$ cat config.mk
export PLATFORM = sky130hd
export DESIGN_NAME = iob_io_bank
export DESIGN_NICKNAME = d
export VERILOG_FILES = /design/src/pkg/iob_pkg.sv /design/src/hw/iob_io_bank.sv
export SDC_FILE = /design/constraint.sdc
export NUM_CORES = 1
export LEC_CHECK = 0
export BUFFER_PORTS_ARGS = -buffer_cell sky130_fd_sc_hd__buf_4
export CAP_MARGIN = 25
export CORE_MARGIN = 10
export CORE_UTILIZATION = 55
export CTS_BUF_LIST = sky130_fd_sc_hd__clkbuf_8
export CTS_CLUSTER_DIAMETER = 100
export DETAILED_ROUTE_END_ITERATION = 6
export PLACE_DENSITY = 0.82
export SLEW_MARGIN = 20
export SYNTH_ARGS = -nofsm -noshare
export SYNTH_HDL_FRONTEND = slang
export SYNTH_SLANG_ARGS = --single-unit
$ cat constraint.sdc
create_clock -name clk -period 3.3 [get_ports clk]
set_clock_uncertainty 0.05 [all_clocks]
set_input_delay 0 -clock clk [delete_from_list [all_inputs] [get_ports clk]]
set_output_delay 0 -clock clk [all_outputs]
set_load 0.005 [all_outputs]
$ cat src/pkg/iob_pkg.sv
// I/O register bank constants: offsets, field masks, reset values, access kinds.
// Assumes one core clock domain and a core that issues at most one access a cycle.
package iob_pkg;

  // Access kinds issued by the core
  typedef enum logic [2:0] {
    IOB_READ       = 3'h0,  // Whole-byte read
    IOB_WRITE      = 3'h1,  // Whole-byte write
    IOB_SET_BIT    = 3'h2,  // set_io_bit_instr
    IOB_CLEAR_BIT  = 3'h3,  // clear_io_bit_instr
    IOB_SKIP_HIGH  = 3'h4,  // skip_if_io_bit_high
    IOB_SKIP_LOW   = 3'h5   // skip_if_io_bit_low
  } iob_kind_e;

  // Address geometry
  localparam int unsigned IOB_IO_WORDS    = 64;     // I/O address slots
  localparam logic [6:0]  IOB_DATA_OFFSET = 7'h20;  // Data space alias offset
  localparam logic [6:0]  IOB_DATA_END    = 7'h60;  // First data address past the alias
  localparam logic [5:0]  IOB_BIT_LAST    = 6'h1f;  // Last bit-accessible address

  // Register offsets in I/O space
  localparam logic [5:0] IOB_PORT_B_INPUT_LEVELS    = 6'h16;
  localparam logic [5:0] IOB_PORT_B_DIRECTION       = 6'h17;
  localparam logic [5:0] IOB_PORT_B_OUTPUT_LATCH    = 6'h18;
  localparam logic [5:0] IOB_PORT_A_INPUT_LEVELS    = 6'h19;
  localparam logic [5:0] IOB_PORT_A_DIRECTION       = 6'h1a;
  localparam logic [5:0] IOB_PORT_A_OUTPUT_LATCH    = 6'h1b;
  localparam logic [5:0] IOB_NVM_DATA_CONTROL       = 6'h1c;
  localparam logic [5:0] IOB_NVM_DATA_BYTE          = 6'h1d;
  localparam logic [5:0] IOB_NVM_ADDRESS_LOW        = 6'h1e;
  localparam logic [5:0] IOB_NVM_ADDRESS_HIGH       = 6'h1f;
  localparam logic [5:0] IOB_DEBUG_LINK_DATA        = 6'h20;
  localparam logic [5:0] IOB_WATCHDOG_CONTROL       = 6'h21;
  localparam logic [5:0] IOB_PIN_CHANGE_MASK_HIGH   = 6'h22;
  localparam logic [5:0] IOB_PIN_CHANGE_MASK_LOW    = 6'h23;
  localparam logic [5:0] IOB_DEAD_TIME_VALUES       = 6'h24;
  localparam logic [5:0] IOB_FAST_TIMER_HIGH_BITS   = 6'h25;
  localparam logic [5:0] IOB_FAST_TIMER_CONTROL_D   = 6'h26;
  localparam logic [5:0] IOB_FAST_TIMER_CONTROL_C   = 6'h27;
  localparam logic [5:0] IOB_CLOCK_PRESCALE         = 6'h28;
  localparam logic [5:0] IOB_PLL_CONTROL_STATUS     = 6'h29;
  localparam logic [5:0] IOB_FAST_TIMER_COMPARE_D   = 6'h2a;
  localparam logic [5:0] IOB_FAST_TIMER_COMPARE_C   = 6'h2b;
  localparam logic [5:0] IOB_FAST_TIMER_COMPARE_B   = 6'h2c;
  localparam logic [5:0] IOB_FAST_TIMER_COMPARE_A   = 6'h2d;
  localparam logic [5:0] IOB_FAST_TIMER_COUNT       = 6'h2e;
  localparam logic [5:0] IOB_FAST_TIMER_CONTROL_B   = 6'h2f;
  localparam logic [5:0] IOB_FAST_TIMER_CONTROL_A   = 6'h30;
  localparam logic [5:0] IOB_RC_OSC_TRIM            = 6'h31;
  localparam logic [5:0] IOB_BASE_TIMER_COUNT_LOW   = 6'h32;
  localparam logic [5:0] IOB_BASE_TIMER_CONTROL_B   = 6'h33;
  localparam logic [5:0] IOB_RESET_CAUSE_FLAGS      = 6'h34;
  localparam logic [5:0] IOB_CORE_SLEEP_CONTROL     = 6'h35;
  localparam logic [5:0] IOB_POWER_REDUCTION        = 6'h36;
  localparam logic [5:0] IOB_SELF_PROGRAM_CONTROL   = 6'h37;
  localparam logic [5:0] IOB_TIMER_INTERRUPT_FLAGS  = 6'h38;
  localparam logic [5:0] IOB_TIMER_INTERRUPT_MASK   = 6'h39;
  localparam logic [5:0] IOB_EXTERNAL_INTERRUPT_FLAGS = 6'h3a;
  localparam logic [5:0] IOB_EXTERNAL_INTERRUPT_MASK  = 6'h3b;
  localparam logic [5:0] IOB_UNUSED_SLOT            = 6'h3c;
  localparam logic [5:0] IOB_STACK_POINTER_LOW      = 6'h3d;
  localparam logic [5:0] IOB_STACK_POINTER_HIGH     = 6'h3e;
  localparam logic [5:0] IOB_CORE_STATUS_FLAGS      = 6'h3f;

  // Implemented-bit masks for partly populated registers
  localparam logic [7:0] IOB_MASK_FULL      = 8'hff;
  localparam logic [7:0] IOB_MASK_NONE      = 8'h00;
  localparam logic [7:0] IOB_MASK_NVM_CTRL  = 8'h3f;
  localparam logic [7:0] IOB_MASK_NVM_ADRH  = 8'h01;
  localparam logic [7:0] IOB_MASK_FAST_TIMER_HIGH_BITS      = 8'h03;
  localparam logic [7:0] IOB_MASK_CLOCK_PRESCALE     = 8'h8f;
  localparam logic [7:0] IOB_MASK_PLL       = 8'h87;
  localparam logic [7:0] IOB_MASK_TCB0      = 8'h1f;
  localparam logic [7:0] IOB_MASK_RSTCAUSE  = 8'h0f;
  localparam logic [7:0] IOB_MASK_SLEEP     = 8'h7b;
  localparam logic [7:0] IOB_MASK_PRR       = 8'h0f;
  localparam logic [7:0] IOB_MASK_SPM       = 8'h3f;
  localparam logic [7:0] IOB_MASK_EXTERNAL_INTERRUPT_FLAGS      = 8'he0;
  localparam logic [7:0] IOB_MASK_EXTERNAL_INTERRUPT_MASK     = 8'hf0;
  localparam logic [7:0] IOB_MASK_SPH       = 8'h07;

  // Write-one-to-clear flag masks
  localparam logic [7:0] IOB_W1C_TIMER_INTERRUPT_FLAGS       = 8'hff;
  localparam logic [7:0] IOB_W1C_EXTERNAL_INTERRUPT_FLAGS       = 8'he0;
  localparam logic [7:0] IOB_W1C_WDT        = 8'h80;
  localparam int unsigned IOB_EXTERNAL_INTERRUPT_FLAGS_LSB      = 5;  // Lowest external flag bit
  localparam int unsigned IOB_WDT_FLAG_BIT  = 7;  // Watchdog flag position

  // Value of every register after reset
  localparam logic [7:0] IOB_RESET_BYTE     = 8'h00;

endpackage : iob_pkg

$ cat src/hw/iob_io_bank.sv
// I/O register bank with whole-byte and single-bit access from the core.
// Assumes the core presents one access per cycle, synchronous to clk, and
// that peripherals read their registers from the flat image output.
//
// Contract
// RL1 - Bit set/clear only at I/O 0x00..0x1F
// RL2 - Skip tests on low-range register bits
// RL3 - Writing one clears flags; zero keeps
// RL4 - Bit op touches only the addressed bit
// RL5 - Software writes reserved bits as zero
// RL6 - Software never writes reserved addresses
// RL7 - Data space alias at I/O plus 0x20
`timescale 1ns/100ps

module iob_io_bank #(
  parameter int unsigned DATA_W = 8  // Register width
) (
  input  wire logic                   clk,
  input  wire logic                   arst_n,
  input  wire logic                   acc_valid,
  input  iob_pkg::iob_kind_e          acc_kind,
  input  wire logic                   acc_dspace,
  input  wire logic [6:0]             acc_addr,
  input  wire logic [2:0]             acc_bit,
  input  wire logic [DATA_W-1:0]      acc_wdata,
  input  wire logic [DATA_W-1:0]      port_a_pins,
  input  wire logic [DATA_W-1:0]      port_b_pins,
  input  wire logic [DATA_W-1:0]      timer_flag_set,
  input  wire logic [2:0]             ext_flag_set,
  input  wire logic                   wdog_flag_set,
  output logic                        resp_valid_q,
  output logic [DATA_W-1:0]           rd_data_q,
  output logic                        skip_q,
  output logic                        ignored_q,
  output logic [63:0][DATA_W-1:0]     io_image_q
);

  // Bits that exist and can be written at an I/O address
  function automatic logic [7:0] impl_mask(input logic [5:0] a);
    logic [7:0] m;
    m = iob_pkg::IOB_MASK_FULL;
    if (a < iob_pkg::IOB_PORT_B_INPUT_LEVELS) begin
      m = iob_pkg::IOB_MASK_NONE;  // Nothing mapped below the table
    end
    case (a)
      iob_pkg::IOB_PORT_B_INPUT_LEVELS:      m = iob_pkg::IOB_MASK_NONE;
      iob_pkg::IOB_PORT_A_INPUT_LEVELS:      m = iob_pkg::IOB_MASK_NONE;
      iob_pkg::IOB_NVM_DATA_CONTROL:         m = iob_pkg::IOB_MASK_NVM_CTRL;
      iob_pkg::IOB_NVM_ADDRESS_HIGH:         m = iob_pkg::IOB_MASK_NVM_ADRH;
      iob_pkg::IOB_FAST_TIMER_HIGH_BITS:     m = iob_pkg::IOB_MASK_FAST_TIMER_HIGH_BITS;
      iob_pkg::IOB_CLOCK_PRESCALE:           m = iob_pkg::IOB_MASK_CLOCK_PRESCALE;
      iob_pkg::IOB_PLL_CONTROL_STATUS:       m = iob_pkg::IOB_MASK_PLL;
      iob_pkg::IOB_BASE_TIMER_CONTROL_B:     m = iob_pkg::IOB_MASK_TCB0;
      iob_pkg::IOB_RESET_CAUSE_FLAGS:        m = iob_pkg::IOB_MASK_RSTCAUSE;
      iob_pkg::IOB_CORE_SLEEP_CONTROL:       m = iob_pkg::IOB_MASK_SLEEP;
      iob_pkg::IOB_POWER_REDUCTION:          m = iob_pkg::IOB_MASK_PRR;
      iob_pkg::IOB_SELF_PROGRAM_CONTROL:     m = iob_pkg::IOB_MASK_SPM;
      iob_pkg::IOB_EXTERNAL_INTERRUPT_FLAGS: m = iob_pkg::IOB_MASK_EXTERNAL_INTERRUPT_FLAGS;
      iob_pkg::IOB_EXTERNAL_INTERRUPT_MASK:  m = iob_pkg::IOB_MASK_EXTERNAL_INTERRUPT_MASK;
      iob_pkg::IOB_UNUSED_SLOT:              m = iob_pkg::IOB_MASK_NONE;  // [RL6]
      iob_pkg::IOB_STACK_POINTER_HIGH:       m = iob_pkg::IOB_MASK_SPH;
      default:                               m = m;
    endcase
    return m;
  endfunction : impl_mask

  // Flag bits that clear on a written one
  function automatic logic [7:0] w1c_mask(input logic [5:0] a);
    logic [7:0] m;
    m = iob_pkg::IOB_MASK_NONE;
    case (a)
      iob_pkg::IOB_TIMER_INTERRUPT_FLAGS:    m = iob_pkg::IOB_W1C_TIMER_INTERRUPT_FLAGS;
      iob_pkg::IOB_EXTERNAL_INTERRUPT_FLAGS: m = iob_pkg::IOB_W1C_EXTERNAL_INTERRUPT_FLAGS;
      iob_pkg::IOB_WATCHDOG_CONTROL:         m = iob_pkg::IOB_W1C_WDT;
      default:                               m = iob_pkg::IOB_MASK_NONE;
    endcase
    return m;
  endfunction : w1c_mask

  // Decoded access
  logic [6:0]        alias_diff;  // Data address minus alias offset
  logic [5:0]        io_a;        // Effective I/O address
  logic              in_space;    // Address lands in I/O space
  logic              in_bit_rng;  // Address is bit-accessible
  logic              is_bit_op;   // Set or clear bit
  logic              is_test;     // Skip test
  logic              do_write;    // Register update this cycle
  logic              refused;     // Access has no effect
  logic [7:0]        bit_sel;     // One-hot addressed bit
  logic [7:0]        wr_sel;      // Bits the access targets
  logic [7:0]        wr_val;      // Value offered on targeted bits
  logic [7:0]        cur_byte;    // Current register contents
  logic [63:0][7:0]  image_d;     // Next register image

  // Address and kind decode
  always_comb begin
    alias_diff = acc_addr - iob_pkg::IOB_DATA_OFFSET;
    if (acc_dspace) begin
      // Same register through the data space alias [RL7]
      in_space = (acc_addr >= iob_pkg::IOB_DATA_OFFSET) && (acc_addr < iob_pkg::IOB_DATA_END);
      io_a     = alias_diff[5:0];
    end else begin
      in_space = ~acc_addr[6];
      io_a     = acc_addr[5:0];
    end
    in_bit_rng = io_a <= iob_pkg::IOB_BIT_LAST;  // [RL1]
    is_bit_op  = (acc_kind == iob_pkg::IOB_SET_BIT) || (acc_kind == iob_pkg::IOB_CLEAR_BIT);
    is_test    = (acc_kind == iob_pkg::IOB_SKIP_HIGH) || (acc_kind == iob_pkg::IOB_SKIP_LOW);
    // Bit ops and tests outside the low range do nothing [RL1] [RL2]
    refused    = ~in_space || ((is_bit_op || is_test) && ~in_bit_rng);
    do_write   = acc_valid && ~refused && (is_bit_op || (acc_kind == iob_pkg::IOB_WRITE));
    bit_sel    = 8'h01 << acc_bit;
    cur_byte   = io_image_q[io_a];
  end

  // Targeted bits and offered value for the write
  always_comb begin
    if (is_bit_op) begin
      wr_sel = bit_sel;  // Only the addressed bit [RL4]
      wr_val = (acc_kind == iob_pkg::IOB_SET_BIT) ? 8'hff : 8'h00;
    end else begin
      wr_sel = 8'hff;
      wr_val = acc_wdata;
    end
  end

  // Next image: software write, then hardware sets and pin sampling
  always_comb begin
    logic [7:0] plain;
    logic [7:0] clr;
    logic [7:0] nb;
    plain   = 8'h00;
    clr     = 8'h00;
    nb      = 8'h00;
    image_d = io_image_q;
    if (do_write) begin
      // Reserved bits are masked, so stray ones never stick [RL5]
      plain = wr_sel & impl_mask(io_a) & ~w1c_mask(io_a);
      // A one clears a flag, a zero leaves it [RL3]
      clr   = wr_sel & w1c_mask(io_a) & wr_val;  // [RL4]
      nb    = (cur_byte & ~plain) | (wr_val & plain);
      image_d[io_a] = nb & ~clr;
    end
    // Hardware set wins over a same-cycle clear
    image_d[iob_pkg::IOB_TIMER_INTERRUPT_FLAGS] =
      image_d[iob_pkg::IOB_TIMER_INTERRUPT_FLAGS] | timer_flag_set;
    image_d[iob_pkg::IOB_EXTERNAL_INTERRUPT_FLAGS][7:iob_pkg::IOB_EXTERNAL_INTERRUPT_FLAGS_LSB] =
      image_d[iob_pkg::IOB_EXTERNAL_INTERRUPT_FLAGS][7:iob_pkg::IOB_EXTERNAL_INTERRUPT_FLAGS_LSB] | ext_flag_set;
    image_d[iob_pkg::IOB_WATCHDOG_CONTROL][iob_pkg::IOB_WDT_FLAG_BIT] =
      image_d[iob_pkg::IOB_WATCHDOG_CONTROL][iob_pkg::IOB_WDT_FLAG_BIT] | wdog_flag_set;
    // Input level registers follow the pins, one cycle behind
    image_d[iob_pkg::IOB_PORT_A_INPUT_LEVELS] = port_a_pins;
    image_d[iob_pkg::IOB_PORT_B_INPUT_LEVELS] = port_b_pins;
  end

  // Register image storage
  always_ff @(posedge clk or negedge arst_n) begin
    if (!arst_n) begin
      io_image_q <= {iob_pkg::IOB_IO_WORDS{iob_pkg::IOB_RESET_BYTE}};
    end else begin
      io_image_q <= image_d;
    end
  end

  // Response: read data is the value before this access's write
  always_ff @(posedge clk or negedge arst_n) begin
    if (!arst_n) begin
      resp_valid_q <= 1'b0;
      rd_data_q    <= 8'h00;
      skip_q       <= 1'b0;
      ignored_q    <= 1'b0;
    end else begin
      resp_valid_q <= acc_valid;
      ignored_q    <= acc_valid && refused;
      rd_data_q    <= (acc_valid && ~refused) ? cur_byte : 8'h00;
      if (acc_valid && ~refused && is_test) begin
        // Skip when the bit matches the tested level [RL2]
        skip_q <= (acc_kind == iob_pkg::IOB_SKIP_HIGH) ? cur_byte[acc_bit] : ~cur_byte[acc_bit];
      end else begin
        skip_q <= 1'b0;
      end
    end
  end

endmodule : iob_io_bank

Word level (Yosys, flattened, before mapping)
Cells that the tools add are included.
Operators by class
  add/subtract/negate cells: 1
  shift operators: 1
  reduce and logical (&&, ||, !) cells: 15
  mux-type cells: 21
  order comparisons: 7
  bitwise operators: 19
  equal/unequal tests: 23
Operator list (count)
  $bwmux 512: 1
  $mux 472: 1
  $pmux 8 s12: 1
  $eq 6x6->1 const B: 14
  $mux 8: 9
  $and 8x8->8: 7
  $bmux 8 s6: 1
  $demux 8 s6: 1
  $eq 6x5->1 const B: 4
  $not 8->8: 3
  $pmux 8 s3: 1
  $or 8x8->8: 2
  $shl 1x3->8 const A: 1
  $ge 7x6->1 const B: 1
  $logic_and 1x1->1: 7
  $lt 6x7->1 const B: 1
  $lt 7x7->1 const B: 1
  $eq 3x2->1 const B: 2
  $eq 3x3->1 const B: 2
  $ge 6x1->1 const B: 1
  $le 6x5->1 const B: 1
  $lt 6x5->1 const B: 1
  $mux 6: 1
  $sub 6x6->6 const B: 1
  10 further kinds: 22
Storage, ports and cells
  register bits: 523
  logic and storage cells: 157

Depth between registers and ports, before layout
  depth in word-level cells: 19
  mapped depth: 14
  gate-level depth less buffers: 8

Worst setup path after synthesis
No wires, ideal clock.
  kind: input-to-reg
  start point: input acc_addr[1]
  end point: register io_image_q[217] (netlist name)
  slack: 779 ps
  stages: 12
  required time: 3122 ps
  path buffers: 4
  arrival time: 2343 ps
  path through: buf_4 > buf_6 > buf_2 > mux4_2 > mux2i_1 > o22ai_1 > nor3_1 > a21o_1 > o21ai_1 > o21a_1 > clkbuf_1 > mux2_1
On the way
  longest elaborated chain between the ends: 13
Ends and longest elaborated chain
  from (decl): line iob_io_bank.sv:23  | input wire logic [6:0] acc_addr,
  $sub 6x6->6: line iob_io_bank.sv:97  | alias_diff = acc_addr - iob_pkg::IOB_DATA_OFFSET;
  $mux 6: line iob_io_bank.sv:98  | if (acc_dspace) begin
  $lt 6x5->1 (tied with other cells): line iob_io_bank.sv:42  | if (a < iob_pkg::IOB_PORT_B_INPUT_LEVELS) begin
  $mux 8 (tied with other cells): line iob_io_bank.sv:42
  $pmux 8 s12: line iob_io_bank.sv:45  | case (a)
  $mux 8: line iob_io_bank.sv:136  | if (do_write) begin
  $and 8x8->8 (2 in a row): line iob_io_bank.sv:138  | plain = wr_sel & impl_mask(io_a) & ~w1c_mask(io_a);
  $not 8->8: line iob_io_bank.sv:141  | nb = (cur_byte & ~plain) | (wr_val & plain);
  $and 8x8->8: line iob_io_bank.sv:141
  $or 8x8->8: line iob_io_bank.sv:141
  $and 8x8->8: line iob_io_bank.sv:142  | image_d[io_a] = nb & ~clr;
  $bwmux 512: line iob_io_bank.sv:142
  to (signal assigned): line iob_io_bank.sv:159  | io_image_q <= {iob_pkg::IOB_IO_WORDS{iob_pkg::IOB_RESET_BYTE}};
  to (signal assigned): line iob_io_bank.sv:161  | io_image_q <= image_d;
  to (decl): line iob_io_bank.sv:35  | output logic [63:0][DATA_W-1:0] io_image_q
Parallel ways exist; a longest one is shown, timed or not. The select of a mux whose other input is x is not followed.
A chain may end at the register's enable or synchronous reset.

==> flow_summary.yaml <==
floorplanning:
  fp.dieW_um: 224
  die_y_um: 224
  coreArea_um2: 41000
  io_pins: 576
  rows: 74
  die_area_um2: 50200
  start_util_pct: 55.9
yosys:
  yosys_warnings: 0
  async_flop_share_pct: 100
  synth_area_per_cell_um2: 13.4
  synth_cells: 1706
  synth_ff_type: "dfrtp_1"
  synth_area_um2: 22900
  synth_enable_flop_cells: 0
  syn_nets: 1759
  ys_ff_latch: 523
  synth.distinct_cells: 69
  ys_seq_area_share_pct: 57.1
layout:
  multiInputGateArea_um2: 8400
  final_common_cell: "buf_4"
  final_util_pct: 73.4
  syn2layout_area_growth_pct: 31.4
  nFillCells: 2607
  drive_gt1_share_pct: 51.0
  final_cell_area_um2: 30100
  stdcell_count: 2818
  layout_common_cells: "671 x buf_4, 523 x dfrtp_1, 203 x mux2_2, 120 x mux4_2, 113 x clkbuf_8"
  seq_area_um2: 13100
  fin_nets: 2269
flow_run:
  drv_cap: 0
timing:
  setup_viol: 0
  slew-limit-headroom_pct: 43.5
  tns_ps: 0
  worst_pin_slew_ps: 848
  holdWs_ps: 30.4
  post-route-period-util_pct: 99.0
  fmax_ghz: 0.306
  final.setup.worst_slack_ps: 31.9
  fin_crit_ps: 3270
  finalHoldViolCount: 0
  drv_slew: 0
clock_network:
  post_cts_buffers: 0
  clk_latency_ps: 680
  clockBufferDepth: 3
  cts.clk_slew.worst_paths_ps: 70
  clk_root_buffer_cell: "clkbuf_8"
  cts_tree: "done"
  h-tree-depth: 3
  cts_buffers: 86
  cts.sinks: 523
worst_setup_path:
  cp_max_fo: 3
  cp.arrival_ps: 3760
  crit_path_end: "io_image_q[271]$_DFF_PN0_"
  r2r_cells: 9
  crit_type: "reg2reg"
  required_ps: 3790
  critPathLaunch: "io_image_q[271]$_DFF_PN0_"
  reg2reg_slack_ps: 30
  rr_endpoint: "io_image_q[271]$_DFF_PN0_"
  cp-start-kind: "flop"
  crit_path_end_kind: "flop"
  r2r-start: "io_image_q[271]$_DFF_PN0_"
detailed_routing:
  wirelength_um: 89200
  vias: 17000
  first_iter_violations: 1936
  drc_errors: 0
  wl_per_cell_um: 31.7
  dr.pass1.iters: 5
  via_per_inst: 6.04
  drtAntennaViolNets: 0
placed_design:
  place.gp.congestion: 0.932
  portBuffers: 575
  post-place-ws_ps: 41.5
  dpl_cell_area_um2: 27600
  dp.cells: 2592
  dp_hpwl_um: 65100
global_route:
  grt_pass1_vias: 18100
  grt_max_degree: 85
  grtUsageTotal_pct: 35.1
  grt_antenna_before_repair: 5
  grt_pass1_wl_um: 130000
  grt-ovfl-total: 0
power_and_ir_drop:
  p_total_mw: 14.2
  power.leakage_nw: 15.4
  ir_drop_v: 0.000541
  powerDensity_nw_per_um2: 470
outcome:
  outcome: "finished, final reports clean"
min_path:
  worstHoldPathType: "in2reg"
==> repair_timing <==
action,CTS,global route
endpoints found under the hold margin,564,0
resized for setup,0,5
hold buffers,68,0
endpoints found under the setup margin,0,5
==> cell usage after synthesis, types with 17 or more instances <==
cell type / number / share of area, %
nand2_1: 86 / 1.4
nor3_1: 21 / 0.46
mux4_2: 120 / 12
mux2_2: 203 / 10
mux2i_1: 55 / 2.4
mux2_1: 28 / 1.4
clkbuf_1: 272 / 4.5
buf_4: 18 / 0.59
o21ai_1: 26 / 0.57
dfrtp_1: 523 / 57
nor2_1: 52 / 0.85
o21ai_0: 17 / 0.37
nand3_1: 17 / 0.37
a21oi_1: 30 / 0.66
buf_2: 33 / 0.72
==> per-layer routing <==
layer	GRT usage, %	wire length (µm)
met1	43.4	33400
met2	56.8	43600
met3	11.1	8590
met4	14.2	3610
met5	0	0
==> critical path: stages, from the launching register on <==
cell and delay [ps]:
dfrtp_1 450, mux4_2 470, mux2i_1 470, nor2_1 130, nor4_1 190, a31oi_1 80, or2_1 240, o311a_1 150
a311o_1 360, dlygate4sd3_1 560
==> state kept, by name, indices dropped and copies added (netlist names) <==
name and flops:
io_image_q 512, resp_valid_q 1, skip_q 1, rd_data_q 8
ignored_q 1
==> final cells by class <==
cell class / instances / share of cell area, %
Timing Repair Buffer: 760 / 20.4
Inverter: 8 / 0.0997
Clock buffer: 112 / 5.12
Sequential cell: 523 / 43.5
Antenna cell: 5 / 0.0416
Clock inverter: 41 / 0.761
Multi-Input combinational cell: 837 / 27.9
Tap cell: 532 / 2.21
==> kinds of logic after synthesis <==
kind of cell	count (synthesis)	synth area share, %
XOR/XNOR	3	0.115
multiplexers	410	25.8
AND/OR/NAND/NOR	253	5.39
buffers and inverters	346	6.50
flip-flops	523	57.1
AO/OA/AOI/OAI	171	5.05
==> worst min path at each step <==
stage,start,depth (start not counted),endpoint
3_5_place_dp,arst_n,1,io_image_q[182]$_DFF_PN0_
3_3_place_gp,arst_n,1,io_image_q[182]$_DFF_PN0_
6_report,timer_flag_set[3],3,io_image_q[451]$_DFF_PN0_
4_1_cts,timer_flag_set[6],3,io_image_q[454]$_DFF_PN0_
2_1_floorplan,arst_n,0,ignored_q$_DFF_PN0_
5_1_grt,timer_flag_set[6],3,io_image_q[454]$_DFF_PN0_
==> power by group <==
group	switching (mW)	internal (mW)
sequential	0.124	6.55
combinational	0.951	0.714
clock	2.63	3.18
total	3.70	10.4
Power figures use the tool's default switching activity.
